--- config.mk ---
export PLATFORM = sky130hd
export DESIGN_NAME = i2c_calendar_clock_core
export DESIGN_NICKNAME = d
export VERILOG_FILES = /design/src/logic/rtc_pkg.sv /design/src/logic/i2c_calendar_clock_core.sv
export SDC_FILE = /design/constraint.sdc
export NUM_CORES = 1
export LEC_CHECK = 0
export ABC_AREA = 1
export BUFFER_PORTS_ARGS = -buffer_cell sky130_fd_sc_hd__buf_4
export CORE_ASPECT_RATIO = 1.1
export CORE_MARGIN = 4
export CORE_UTILIZATION = 40
export DETAILED_ROUTE_END_ITERATION = 8
export PLACE_DENSITY = 0.65
export SLEW_MARGIN = 0
export SYNTH_ARGS = -nofsm -noshare
export SYNTH_HDL_FRONTEND = slang
export SYNTH_SLANG_ARGS = --single-unit
--- constraint.sdc ---
create_clock -name clk -period 8.25 [get_ports clk]
set_input_delay 1.65 -clock clk [delete_from_list [all_inputs] [get_ports clk]]
set_output_delay 1.65 -clock clk [all_outputs]
set_load 0.05 [all_outputs]
--- src/logic/rtc_pkg.sv ---
// Package with register map, field positions, reset values and timing counts of the clock core.
package rtc_pkg;

  // ********************************
  // Timing.
  // ********************************
  localparam int CLK_HZ = 100_000_000;
  localparam int OSC_HZ = 32_768;
  localparam int SEC_TIME_S = 1;
  localparam int SEC_CYCLES_DFLT = SEC_TIME_S * CLK_HZ;
  localparam int PULSE_CYCLES = CLK_HZ / OSC_HZ;
  localparam int REFCLK_HALF_CYCLES = CLK_HZ / (2 * OSC_HZ);
  localparam int TEST_SPEEDUP = 64;
  localparam int CORR0_TIME_H = 2;
  localparam int CORR1_TIME_MIN = 4;
  localparam logic [12:0] CORR0_SECONDS = 13'(CORR0_TIME_H * 3600);
  localparam logic [12:0] CORR1_SECONDS = 13'(CORR1_TIME_MIN * 60);
  localparam logic [6:0] DEV_ADDR_DFLT = 7'h51;

  // ********************************
  // Register offsets.
  // ********************************
  localparam logic [3:0] REG_CTRL1 = 4'h0;
  localparam logic [3:0] REG_CTRL2 = 4'h1;
  localparam logic [3:0] REG_OFFSET = 4'h2;
  localparam logic [3:0] REG_SCRATCH = 4'h3;
  localparam logic [3:0] REG_SEC = 4'h4;
  localparam logic [3:0] REG_MIN = 4'h5;
  localparam logic [3:0] REG_HOUR = 4'h6;
  localparam logic [3:0] REG_DAY = 4'h7;
  localparam logic [3:0] REG_WDAY = 4'h8;
  localparam logic [3:0] REG_MON = 4'h9;
  localparam logic [3:0] REG_YEAR = 4'ha;
  localparam logic [3:0] REG_ALARM_MIN = 4'hb;
  localparam logic [3:0] REG_TIMER = 4'hc;
  localparam logic [3:0] REG_LAST = 4'hc;

  // ********************************
  // Fields and reset values.
  // ********************************
  localparam int CTRL1_TEST_BIT = 7;
  localparam int CTRL1_PFLAG_BIT = 1;
  localparam int CTRL2_AFLAG_BIT = 6;
  localparam int CTRL2_TFLAG_BIT = 3;
  localparam int OFFSET_MODE_BIT = 7;
  localparam int ALARM_EN_BIT = 7;
  localparam logic [7:0] RST_ZERO = 8'h00;
  localparam logic [7:0] RST_DAY = 8'h01;
  localparam logic [7:0] RST_MON = 8'h01;
  localparam logic [3:0] BITS_BYTE = 4'h8;
  localparam logic [3:0] BITS_LAST = 4'h7;

  typedef struct packed {
    logic alarm_ie;
    logic alarm_flag;
    logic min_ie;
    logic half_ie;
    logic timer_flag;
    logic timer_en;
    logic timer_ie;
    logic refclk_en;
  } ctrl2_t;

  typedef enum logic [7:0] {
    st_idle = 8'h01,
    st_addr = 8'h02,
    st_aack = 8'h04,
    st_ptr = 8'h08,
    st_wack = 8'h10,
    st_wdat = 8'h20,
    st_rdat = 8'h40,
    st_rack = 8'h80
  } bus_state_t;

endpackage : rtc_pkg

--- src/logic/i2c_calendar_clock_core.sv ---
// Calendar clock core with a two-wire target port, tuning, alarm, timer and clock output.
`timescale 1ns/1ps
`default_nettype none
module i2c_calendar_clock_core #(
  parameter int SEC_CYCLES = rtc_pkg::SEC_CYCLES_DFLT,
  parameter logic [6:0] DEV_ADDR = rtc_pkg::DEV_ADDR_DFLT
) (
  input wire logic clk,
  input wire logic srst,
  input wire logic scl_i,
  input wire logic sda_i,
  output logic sda_o,
  output logic sda_oe,
  input wire logic refclk_en_pin,
  output logic reference_clock_output,
  output logic int_n
);

  // ********************************
  // Declarations.
  // ********************************
  rtc_pkg::bus_state_t state_ff;
  logic [7:0] regs_ff [0:rtc_pkg::REG_LAST];
  logic [7:0] sr_ff;
  logic [3:0] bitcnt_ff;
  logic [3:0] ptr_ff;
  logic [3:0] ptr_inc;
  logic rw_ff;
  logic mack_ff;
  logic scl_q_ff;
  logic sda_q_ff;
  logic start;
  logic stop;
  logic scl_rise;
  logic scl_fall;
  logic busy;
  logic bus_wr;
  logic [7:0] rd_data;
  logic pending_ff;
  logic tick_now;
  logic sec_tick;
  int pre_cnt_ff;
  int sec_len;
  logic [12:0] corr_cnt_ff;
  logic corr_now_ff;
  logic pflag_ff;
  logic aflag_ff;
  logic tflag_ff;
  logic int_n_ff;
  logic [7:0] tmr_cnt_ff;
  logic tmr_fire;
  logic [7:0] nxt_sec, nxt_min, nxt_hour, nxt_day, nxt_wday, nxt_mon, nxt_year;
  logic [7:0] dim;
  logic leap;
  logic c_sec, c_min, c_hour, c_day, c_mon;
  int clk_div_ff;
  logic ref_ff;
  rtc_pkg::ctrl2_t c2;

  assign c2 = regs_ff[rtc_pkg::REG_CTRL2];

  function automatic logic [7:0] bcd_next(input logic [7:0] v, input logic [7:0] last,
                                          input logic [7:0] first);
    if (v >= last) begin
      return first;
    end else if (v[3:0] == 4'h9) begin
      return {v[7:4] + 4'h1, 4'h0};
    end
    return {v[7:4], v[3:0] + 4'h1};
  endfunction : bcd_next

  // ********************************
  // Two-wire target port.
  // ********************************
  assign scl_rise = scl_i & ~scl_q_ff;
  assign scl_fall = ~scl_i & scl_q_ff;
  assign start = scl_i & scl_q_ff & sda_q_ff & ~sda_i;
  assign stop = scl_i & scl_q_ff & ~sda_q_ff & sda_i;
  assign busy = (state_ff != rtc_pkg::st_idle);
  assign ptr_inc = (ptr_ff >= rtc_pkg::REG_LAST) ? 4'h0 : ptr_ff + 4'h1;
  assign bus_wr = scl_fall & (state_ff == rtc_pkg::st_wdat) & (bitcnt_ff == rtc_pkg::BITS_BYTE);
  assign sda_o = 1'b0;
  assign sda_oe = (state_ff == rtc_pkg::st_aack) | (state_ff == rtc_pkg::st_wack) |
                  ((state_ff == rtc_pkg::st_rdat) & ~sr_ff[7]);

  always_ff @(posedge clk) begin
    if (srst) begin
      scl_q_ff <= 1'b1;
      sda_q_ff <= 1'b1;
    end else begin
      scl_q_ff <= scl_i;
      sda_q_ff <= sda_i;
    end
  end

  always_ff @(posedge clk) begin
    if (srst) begin
      state_ff <= rtc_pkg::st_idle;
      sr_ff <= 8'h00;
      bitcnt_ff <= 4'h0;
      ptr_ff <= 4'h0;
      rw_ff <= 1'b0;
      mack_ff <= 1'b1;
    end else if (start) begin
      state_ff <= rtc_pkg::st_addr;
      bitcnt_ff <= 4'h0;
    end else if (stop) begin
      state_ff <= rtc_pkg::st_idle;
    end else if (scl_rise) begin
      if (state_ff inside {rtc_pkg::st_addr, rtc_pkg::st_ptr, rtc_pkg::st_wdat}) begin
        sr_ff <= {sr_ff[6:0], sda_i};
        bitcnt_ff <= bitcnt_ff + 4'h1;
      end
      if (state_ff == rtc_pkg::st_rack) begin
        mack_ff <= sda_i;
      end
    end else if (scl_fall) begin
      case (state_ff)
        rtc_pkg::st_idle: begin
        end
        rtc_pkg::st_addr: begin
          if (bitcnt_ff == rtc_pkg::BITS_BYTE) begin
            if (sr_ff[7:1] == DEV_ADDR) begin
              state_ff <= rtc_pkg::st_aack;
              rw_ff <= sr_ff[0];
            end else begin
              state_ff <= rtc_pkg::st_idle;
            end
          end
        end
        rtc_pkg::st_aack: begin
          bitcnt_ff <= 4'h0;
          if (rw_ff) begin
            state_ff <= rtc_pkg::st_rdat;
            sr_ff <= rd_data;
            ptr_ff <= ptr_inc;
          end else begin
            state_ff <= rtc_pkg::st_ptr;
          end
        end
        rtc_pkg::st_ptr: begin
          if (bitcnt_ff == rtc_pkg::BITS_BYTE) begin
            ptr_ff <= sr_ff[3:0];
            state_ff <= rtc_pkg::st_wack;
          end
        end
        rtc_pkg::st_wdat: begin
          if (bitcnt_ff == rtc_pkg::BITS_BYTE) begin
            ptr_ff <= ptr_inc;
            state_ff <= rtc_pkg::st_wack;
          end
        end
        rtc_pkg::st_wack: begin
          state_ff <= rtc_pkg::st_wdat;
          bitcnt_ff <= 4'h0;
        end
        rtc_pkg::st_rdat: begin
          if (bitcnt_ff == rtc_pkg::BITS_LAST) begin
            state_ff <= rtc_pkg::st_rack;
          end else begin
            sr_ff <= {sr_ff[6:0], 1'b0};
            bitcnt_ff <= bitcnt_ff + 4'h1;
          end
        end
        rtc_pkg::st_rack: begin
          if (!mack_ff) begin
            state_ff <= rtc_pkg::st_rdat;
            sr_ff <= rd_data;
            ptr_ff <= ptr_inc;
            bitcnt_ff <= 4'h0;
          end else begin
            state_ff <= rtc_pkg::st_idle;
          end
        end
        default: begin
          state_ff <= rtc_pkg::st_idle;
        end
      endcase
    end
  end

  always_comb begin
    rd_data = 8'h00;
    if (ptr_ff <= rtc_pkg::REG_LAST) begin
      rd_data = regs_ff[ptr_ff];
    end
    if (ptr_ff == rtc_pkg::REG_CTRL1) begin
      rd_data[rtc_pkg::CTRL1_PFLAG_BIT] = pflag_ff;
    end
    if (ptr_ff == rtc_pkg::REG_CTRL2) begin
      rd_data[rtc_pkg::CTRL2_AFLAG_BIT] = aflag_ff;
      rd_data[rtc_pkg::CTRL2_TFLAG_BIT] = tflag_ff;
    end
  end

  // ********************************
  // Second prescaler and tuning.
  // ********************************
  always_comb begin
    sec_len = SEC_CYCLES;
    if (regs_ff[rtc_pkg::REG_CTRL1][rtc_pkg::CTRL1_TEST_BIT]) begin
      sec_len = SEC_CYCLES / rtc_pkg::TEST_SPEEDUP;
    end else if (corr_now_ff) begin
      sec_len = SEC_CYCLES - int'($signed(regs_ff[rtc_pkg::REG_OFFSET][6:0])) *
                rtc_pkg::PULSE_CYCLES;
    end
  end

  assign sec_tick = (pre_cnt_ff >= sec_len - 1);
  assign tick_now = (sec_tick | pending_ff) & ~busy;

  always_ff @(posedge clk) begin
    if (srst) begin
      pre_cnt_ff <= 0;
      corr_cnt_ff <= 13'h0000;
      corr_now_ff <= 1'b0;
    end else if (sec_tick) begin
      pre_cnt_ff <= 0;
      if (corr_cnt_ff >= (regs_ff[rtc_pkg::REG_OFFSET][rtc_pkg::OFFSET_MODE_BIT] ?
                          rtc_pkg::CORR1_SECONDS : rtc_pkg::CORR0_SECONDS) - 13'h0001) begin
        corr_cnt_ff <= 13'h0000;
        corr_now_ff <= 1'b1;
      end else begin
        corr_cnt_ff <= corr_cnt_ff + 13'h0001;
        corr_now_ff <= 1'b0;
      end
    end else begin
      pre_cnt_ff <= pre_cnt_ff + 1;
    end
  end

  always_ff @(posedge clk) begin
    if (srst) begin
      pending_ff <= 1'b0;
    end else if (sec_tick & (busy | pending_ff)) begin
      pending_ff <= 1'b1;
    end else if (tick_now) begin
      pending_ff <= 1'b0;
    end
  end

  // ********************************
  // Calendar roll-over.
  // ********************************
  always_comb begin
    leap = regs_ff[rtc_pkg::REG_YEAR][4] ?
           (regs_ff[rtc_pkg::REG_YEAR][3:0] inside {4'h2, 4'h6}) :
           (regs_ff[rtc_pkg::REG_YEAR][3:0] inside {4'h0, 4'h4, 4'h8});
    case (regs_ff[rtc_pkg::REG_MON])
      8'h02: dim = leap ? 8'h29 : 8'h28;
      8'h04, 8'h06, 8'h09, 8'h11: dim = 8'h30;
      default: dim = 8'h31;
    endcase
    c_sec = regs_ff[rtc_pkg::REG_SEC] >= 8'h59;
    c_min = c_sec & (regs_ff[rtc_pkg::REG_MIN] >= 8'h59);
    c_hour = c_min & (regs_ff[rtc_pkg::REG_HOUR] >= 8'h23);
    c_day = c_hour & (regs_ff[rtc_pkg::REG_DAY] >= dim);
    c_mon = c_day & (regs_ff[rtc_pkg::REG_MON] >= 8'h12);
    nxt_sec = bcd_next(regs_ff[rtc_pkg::REG_SEC], 8'h59, 8'h00);
    nxt_min = c_sec ? bcd_next(regs_ff[rtc_pkg::REG_MIN], 8'h59, 8'h00) :
              regs_ff[rtc_pkg::REG_MIN];
    nxt_hour = c_min ? bcd_next(regs_ff[rtc_pkg::REG_HOUR], 8'h23, 8'h00) :
               regs_ff[rtc_pkg::REG_HOUR];
    nxt_day = c_hour ? bcd_next(regs_ff[rtc_pkg::REG_DAY], dim, 8'h01) :
              regs_ff[rtc_pkg::REG_DAY];
    nxt_wday = c_hour ? bcd_next(regs_ff[rtc_pkg::REG_WDAY], 8'h06, 8'h00) :
               regs_ff[rtc_pkg::REG_WDAY];
    nxt_mon = c_day ? bcd_next(regs_ff[rtc_pkg::REG_MON], 8'h12, 8'h01) :
              regs_ff[rtc_pkg::REG_MON];
    nxt_year = c_mon ? bcd_next(regs_ff[rtc_pkg::REG_YEAR], 8'h99, 8'h00) :
               regs_ff[rtc_pkg::REG_YEAR];
  end

  always_ff @(posedge clk) begin
    if (srst) begin
      for (int i = 0; i <= int'(rtc_pkg::REG_LAST); i++) begin
        regs_ff[i] <= rtc_pkg::RST_ZERO;
      end
      regs_ff[rtc_pkg::REG_DAY] <= rtc_pkg::RST_DAY;
      regs_ff[rtc_pkg::REG_MON] <= rtc_pkg::RST_MON;
    end else begin
      if (tick_now) begin
        regs_ff[rtc_pkg::REG_SEC] <= nxt_sec;
        regs_ff[rtc_pkg::REG_MIN] <= nxt_min;
        regs_ff[rtc_pkg::REG_HOUR] <= nxt_hour;
        regs_ff[rtc_pkg::REG_DAY] <= nxt_day;
        regs_ff[rtc_pkg::REG_WDAY] <= nxt_wday;
        regs_ff[rtc_pkg::REG_MON] <= nxt_mon;
        regs_ff[rtc_pkg::REG_YEAR] <= nxt_year;
      end
      if (bus_wr && (ptr_ff <= rtc_pkg::REG_LAST)) begin
        regs_ff[ptr_ff] <= sr_ff;
      end
    end
  end

  // ********************************
  // Interrupt sources.
  // ********************************
  assign tmr_fire = tick_now & c2.timer_en & (tmr_cnt_ff <= 8'h01);

  always_ff @(posedge clk) begin
    if (srst) begin
      tmr_cnt_ff <= 8'h00;
    end else if (!c2.timer_en) begin
      tmr_cnt_ff <= regs_ff[rtc_pkg::REG_TIMER];
    end else if (tick_now) begin
      tmr_cnt_ff <= tmr_fire ? regs_ff[rtc_pkg::REG_TIMER] : tmr_cnt_ff - 8'h01;
    end
  end

  always_ff @(posedge clk) begin
    if (srst) begin
      pflag_ff <= 1'b0;
      aflag_ff <= 1'b0;
      tflag_ff <= 1'b0;
      int_n_ff <= 1'b1;
    end else begin
      pflag_ff <= (tick_now & ((c2.min_ie & (nxt_sec == 8'h00)) |
                   (c2.half_ie & ((nxt_sec == 8'h00) | (nxt_sec == 8'h30))))) |
                  (pflag_ff & ~(bus_wr & (ptr_ff == rtc_pkg::REG_CTRL1) &
                   ~sr_ff[rtc_pkg::CTRL1_PFLAG_BIT]));
      aflag_ff <= (tick_now & regs_ff[rtc_pkg::REG_ALARM_MIN][rtc_pkg::ALARM_EN_BIT] &
                   (nxt_sec == 8'h00) & (nxt_min[6:0] == regs_ff[rtc_pkg::REG_ALARM_MIN][6:0])) |
                  (aflag_ff & ~(bus_wr & (ptr_ff == rtc_pkg::REG_CTRL2) &
                   ~sr_ff[rtc_pkg::CTRL2_AFLAG_BIT]));
      tflag_ff <= tmr_fire | (tflag_ff & ~(bus_wr & (ptr_ff == rtc_pkg::REG_CTRL2) &
                  ~sr_ff[rtc_pkg::CTRL2_TFLAG_BIT]));
      int_n_ff <= ~(pflag_ff | (aflag_ff & c2.alarm_ie) | (tflag_ff & c2.timer_ie));
    end
  end

  assign int_n = int_n_ff;

  // ********************************
  // Reference clock output.
  // ********************************
  always_ff @(posedge clk) begin
    if (srst || !(refclk_en_pin || c2.refclk_en)) begin
      clk_div_ff <= 0;
      ref_ff <= 1'b0;
    end else if (clk_div_ff >= rtc_pkg::REFCLK_HALF_CYCLES - 1) begin
      clk_div_ff <= 0;
      ref_ff <= ~ref_ff;
    end else begin
      clk_div_ff <= clk_div_ff + 1;
    end
  end

  assign reference_clock_output = ref_ff;

  // ********************************
  // Assertions.
  // ********************************
  property p_freeze;
    @(posedge clk) disable iff (srst)
      (busy && $past(busy) && !$past(bus_wr)) |-> $stable(regs_ff[rtc_pkg::REG_SEC]);
  endproperty
  a_freeze: assert property (p_freeze) else $error("time changed during access");
  property p_pend;
    @(posedge clk) disable iff (srst) (sec_tick && busy) |=> pending_ff;
  endproperty
  a_pend: assert property (p_pend) else $error("due second not held");
  property p_apply;
    @(posedge clk) disable iff (srst) ($fell(busy) && pending_ff) |-> tick_now;
  endproperty
  a_apply: assert property (p_apply) else $error("held second not applied");
  property p_secwrap;
    @(posedge clk) disable iff (srst)
      (tick_now && regs_ff[rtc_pkg::REG_SEC] == 8'h59 && regs_ff[rtc_pkg::REG_MIN] == 8'h59)
      |=> (regs_ff[rtc_pkg::REG_SEC] == 8'h00 && regs_ff[rtc_pkg::REG_MIN] == 8'h00);
  endproperty
  a_secwrap: assert property (p_secwrap) else $error("minute carry wrong");
  property p_leap;
    @(posedge clk) disable iff (srst)
      (tick_now && c_hour && regs_ff[rtc_pkg::REG_DAY] == 8'h28 &&
       regs_ff[rtc_pkg::REG_MON] == 8'h02 && regs_ff[rtc_pkg::REG_YEAR] == 8'h04)
      |=> regs_ff[rtc_pkg::REG_DAY] == 8'h29;
  endproperty
  a_leap: assert property (p_leap) else $error("leap day missed");
  property p_mlen;
    @(posedge clk) disable iff (srst)
      (tick_now && c_hour && regs_ff[rtc_pkg::REG_DAY] == 8'h30 &&
       regs_ff[rtc_pkg::REG_MON] == 8'h04)
      |=> (regs_ff[rtc_pkg::REG_DAY] == 8'h01 && regs_ff[rtc_pkg::REG_MON] == 8'h05);
  endproperty
  a_mlen: assert property (p_mlen) else $error("month length wrong");
  property p_period;
    @(posedge clk) disable iff (srst)
      (tick_now && c2.min_ie && nxt_sec == 8'h00) |=> ##1 !int_n;
  endproperty
  a_period: assert property (p_period) else $error("periodic interrupt missing");
  property p_scratch;
    @(posedge clk) disable iff (srst)
      (bus_wr && ptr_ff == rtc_pkg::REG_SCRATCH) |=> regs_ff[rtc_pkg::REG_SCRATCH] == $past(sr_ff);
  endproperty
  a_scratch: assert property (p_scratch) else $error("scratch byte not stored");
  property p_ptr;
    @(posedge clk) disable iff (srst)
      (bus_wr && ptr_ff < rtc_pkg::REG_LAST) |=> ptr_ff == $past(ptr_ff) + 4'h1;
  endproperty
  a_ptr: assert property (p_ptr) else $error("pointer did not advance");
  property p_refclk;
    @(posedge clk) disable iff (srst)
      !(refclk_en_pin || c2.refclk_en) |=> !reference_clock_output;
  endproperty
  a_refclk: assert property (p_refclk) else $error("clock output while disabled");

endmodule : i2c_calendar_clock_core
`default_nettype wire

### After elaboration in Yosys (flattened, before gate mapping)

Memory sizes are Yosys's and may differ from the RTL's. A register that Yosys moved wholly into a read port is not among the register bits.
Cells that the tools add are included.

* register bits after elaboration: 120
* RAM bits: 104
* bits of input ports: 5
* output and inout bits: 4
* logic and storage cells: 319
* memories: 1

* $add $sub $neg: 23
* multipliers: 1
* order comparisons: 13
* equal/unequal tests: 48
* mux-type cells: 110
* bitwise gates (word level): 72
* reductions and logical operators: 31

Memory list
* regs_ff: depth 13, bits a word 8, read ports 13, clocked after Yosys merged registers in 1, wr ports 13, RTL line i2c_calendar_clock_core.sv:23 `logic [7:0] regs_ff [0:rtc_pkg::REG_LAST];`

Operator list (number)
* $mux W8: 50
* $add A32 B2 Y32 const B: 2
* $add A4 B1 Y4 const B: 16
* $mux W32: 2
* $pmux W8 S7: 1
* $mux W4: 13
* $eq A4 B4 Y1 const B: 9
* $and A1 B1 Y1: 34
* $ge A32 B12 Y1 const B: 1
* $ge A32 B32 Y1: 1
* $sub A32 B2 Y32 const B: 1
* $mux W1: 31
* $sub A28 B20 Y29 const A: 1
* $mux W13: 2
* $eq A8 B3 Y1 const B: 3
* $pmux W8 S3: 1
* $mul A7 B13 Y20 const B: 1
* $or A1 B1 Y1: 20
* $not A1 Y1: 18
* $reduce_and A6 Y1: 3
* $eq A8 B2 Y1 const B: 2
* $eq A8 B4 Y1 const B: 2
* $eq A8 B5 Y1 const B: 2
* $eq A8 B6 Y1 const B: 2
* other kinds (50): 80

### Longest topological paths before layout

An unclocked memory read counts as a cell.

* depth after elaboration: 14
* mapped depth: 44
* gate-level depth less buffers: 44

### Worst setup path after synthesis

OpenSTA, ideal clock, no wires.

* path type: reg-to-reg
* from: mem regs_ff[2][1]
* to: mem regs_ff[10][4], enable pin
* library setup time: 0.304 ns
* arrival: 6.336 ns
* required time: 7.946 ns
* setup slack: 1.609 ns
* stages on the path, launching flop included: 41
* path buffers: 0
* clock period less this slack: 6.641 ns
* cells stage by stage: edfxtp_1 -> inv_1 -> fa_1 -> inv_1 -> fa_1 -> inv_1 -> fa_1 -> inv_1 -> fa_1 -> inv_1 -> ha_1 -> a21oi_1 -> o21ai_0 -> a21oi_1 -> nand2_1 -> nand2_1 -> nand3_1 -> nand2_1 -> [... 5 more ...] -> xnor2_1 -> inv_1 -> ha_1 -> nand2_1 -> nand2_1 -> nand3_1 -> nand2_1 -> nand2_1 -> nand2_1 -> a21oi_1 -> nand3_1 -> nand4_2 -> nand2_4 -> inv_2 -> nand2_1 -> o21ai_1 -> nand2_1 -> inv_1

RTL lines (RTL line)
* start, declared: i2c_calendar_clock_core.sv:23

==> results.yml <==
worst_setup_path:
  crit_family: "adder cells"
  max_stage_delay_ps: 550
  regToRegSetupSlack_ps: 950
  cp.required_ps: 8740
  critPathBufInv: 10
  endpoint_kind: "flip-flop"
  cp_max_fo: 23
  crit_slowest_cell: "edfxtp_1"
  critPathArrivalTime_ps: 7790
  cpMostUsedCell: "inv_1"
  reg2reg_depth: 34
  worstSetupPathType: "flip-flop to flip-flop"
  startpoint_type: "flip-flop"
  reg2reg_to: "pre_cnt_ff[18]"
  reg2reg_from: "regs_ff[2][2]"
layout:
  drive_gt1_share_pct: 7.905
  nets: 2425
  layout_commonest_cell: "nand2_1"
  area_growth_syn_to_layout_pct: 9.468
  final_cell_mix: "nand2_1, inv_1, nor2_1"
  antennaDiodeCount: 0
  fillers: 4323
routing:
  post_drt_via_cell_ratio: 5.307
  ant_nets: 0
  dr.pass1.iters: 5
  wl_per_cell_um: 15.78
  drc_errors: 0
  routed_wl_um: 44990
  drt_iter0_markers: 1043
  vias: 15130
synthesis:
  ys.flop_type: "edfxtp_1"
  async_flop_share_pct: 0
  synth_edf_count: 128
  ys_ff_latch: 252
  ys_seq_area_share_pct: 35.83
  synth_warnings: 0
  syn_area_um2: 17650
  synth_cells: 2258
  ys_types: 73
  synth_area_per_cell_um2: 7.819
cts:
  cts_inserted_buffers: 30
  clockRootBuffer: "clkbuf_16"
  hold_buffers: 0
  cts_tree: "yes"
  path_clk_slew_ps: 60
  clock_sinks: 252
  clk_latency_ps: 570
  htree_levels: 1
  clockBufferDepth: 3
sta:
  post-route-period-util_pct: 88.50
  hold_viol_final: 0
  tightest_slew_ps: 1078
  rsz0062_at_grt: "false"
  clock_skew_ps: 16.79
  relSlewSlack_pct: 27.94
  fmax_mhz: 137.0
  finalCriticalPeriod_ps: 7301
  fin_tns_setup_ps: 0
  setup_viol: 0
  setup_slack_ps: 948.6
  slew_violations: 0
placement:
  io_buffers: 7
  place_worst_setup_slack_ps: 477.3
  hpwl_um: 33300
  gp_congestion: 0.9118
floorplanning:
  die_area_um2: 47570
  die_w_um: 208.3
  core_area_um2: 43540
  boundaryPins: 9
  rows: 80
  start_util_pct: 40.55
  die_h_um: 228.3
run_status:
  status: "completed"
power:
  p_leak_nw: 7.957
  power.density_nw_per_um2: 198.6
  vdd_drop_max_mv: 0.1667
worst_hold_path:
  hp-class: "flip-flop to flip-flop"
  whs_endpoint: "clk_div_ff[0]"
  hp-start: "clk_div_ff[0]"
  holdPathStages: 1
global_routing:
  grt_pass1_wl_um: 73550
  antenna_found_initial: 0
  grt_util_all_layers_pct: 18.39
  grt_max_degree: 66
  overflow: 0
  grt_pass1_vias: 14680
flow_run:
  max_cap_viol_count: 0
-- cells by family after synthesis --
family,Yosys count,share of synthesized area [%]
AOI/OAI and AO/OA,405,13.19
buffers and inverters,388,8.533
and+or+nand+nor,978,26.02
other,2,0.04254
xor gates and xnor gates,66,3.274
DFF,252,35.83
adders and majority gates,167,13.11
-- report_power, final --
| part | switching [mW] | internal, mW |
|---|---|---|
| clock | 0.530 | 0.863 |
| combinational | 0.641 | 0.312 |
| sequential | 0.0852 | 1.41 |
-- state kept, by name, indices dropped and copies added (netlist names), 4 cells and up, named ones only --
signal and count:
bitcnt_ff 4, clk_div_ff 32, corr_cnt_ff 13, pre_cnt_ff 32
ptr_ff 4, regs_ff 128, sr_ff 8, state_ff 8
tmr_cnt_ff 8
-- timing repair --
| item | in CTS | in global routing |
|---|---|---|
| endpoints found under the hold margin | 0 | 0 |
| setup buffers | 0 | 7 |
| resized for setup | 0 | 1 |
| setup endpoints to repair | 0 | 26 |
-- layer usage --
metal  part of all wire, %  GRT usage, %  vias to the layer above
met2                    47         31.75                      410
li1                      -             -                     7535
met1                    44         23.62                     7069
met3                   5.0         2.334                      115
met5                     0             0                        -
met4                   3.9         6.775                        0
-- metrics by stage --
step           util (%)  instances  hold WS [ps]  cell area (um2)  power, mW
2_1_floorplan         -       2263         429.7            17670      2.210
3_3_place_gp      41.83       2788         441.8            18210      2.440
3_5_place_dp      41.83       2788         451.3            18210      2.457
4_1_cts           44.26       2844         476.0            19270      3.860
5_1_grt           44.39       2851         505.2            19330      4.070
6_report          44.39       2851         467.8            19330      3.838
-- synth_stat cells, types with 8 or more instances --
cell type  number  share of area [%]
a211oi_1       10               0.43
a21oi_1       134                3.8
a31oi_1         8               0.28
clkbuf_1       46               0.98
dfxtp_1       124                 14
edfxtp_1      128                 22
fa_1           30                3.4
ha_1          137                9.7
inv_1         311                6.6
inv_2          12               0.26
nand2_1       350                7.4
nand2_2        16               0.57
nand3_1       120                3.4
nand3_2        11               0.62
nand3b_1       13               0.55
nand4_1        34                1.2
nor2_1        292                6.2
nor2_2         14               0.50
nor3_1         42                1.2
nor3b_1        23               0.98
nor4_1         13               0.46
o211ai_1       12               0.51
o21ai_0       147                4.2
o22ai_1        37                1.3
or2_2          11               0.39
xnor2_1        23                1.1
xor2_1         43                2.1
-- cell type report --
| class | count | area, um2 | area share [%] |
|---|---|---|---|
| Clock buffer | 43 | 878.3 | 4.545 |
| Clock inverter | 13 | 180.2 | 0.9323 |
| Inverter | 326 | 1229 | 6.358 |
| Multi-Input combinational cell | 1623 | 9843 | 50.93 |
| Sequential cell | 252 | 6327 | 32.74 |
| Tap cell | 574 | 718.2 | 3.716 |
| Timing Repair Buffer | 20 | 150.1 | 0.7769 |
-- how the worst max path moves through the flow --
stage | startpoint | end | slack [ps] | depth (start not counted)
3_3_place_gp | regs_ff[2][1] | regs_ff[8][5] | 670 | 33
2_1_floorplan | regs_ff[2][1] | regs_ff[10][4] | 1610 | 40
4_1_cts | regs_ff[2][1] | regs_ff[8][7] | 440 | 31
6_report | regs_ff[2][2] | pre_cnt_ff[18] | 950 | 34
5_1_grt | regs_ff[2][2] | pre_cnt_ff[26] | 200 | 37
3_5_place_dp | regs_ff[2][1] | regs_ff[8][7] | 480 | 31
Note: power is estimated with default switching activity, not from simulation.
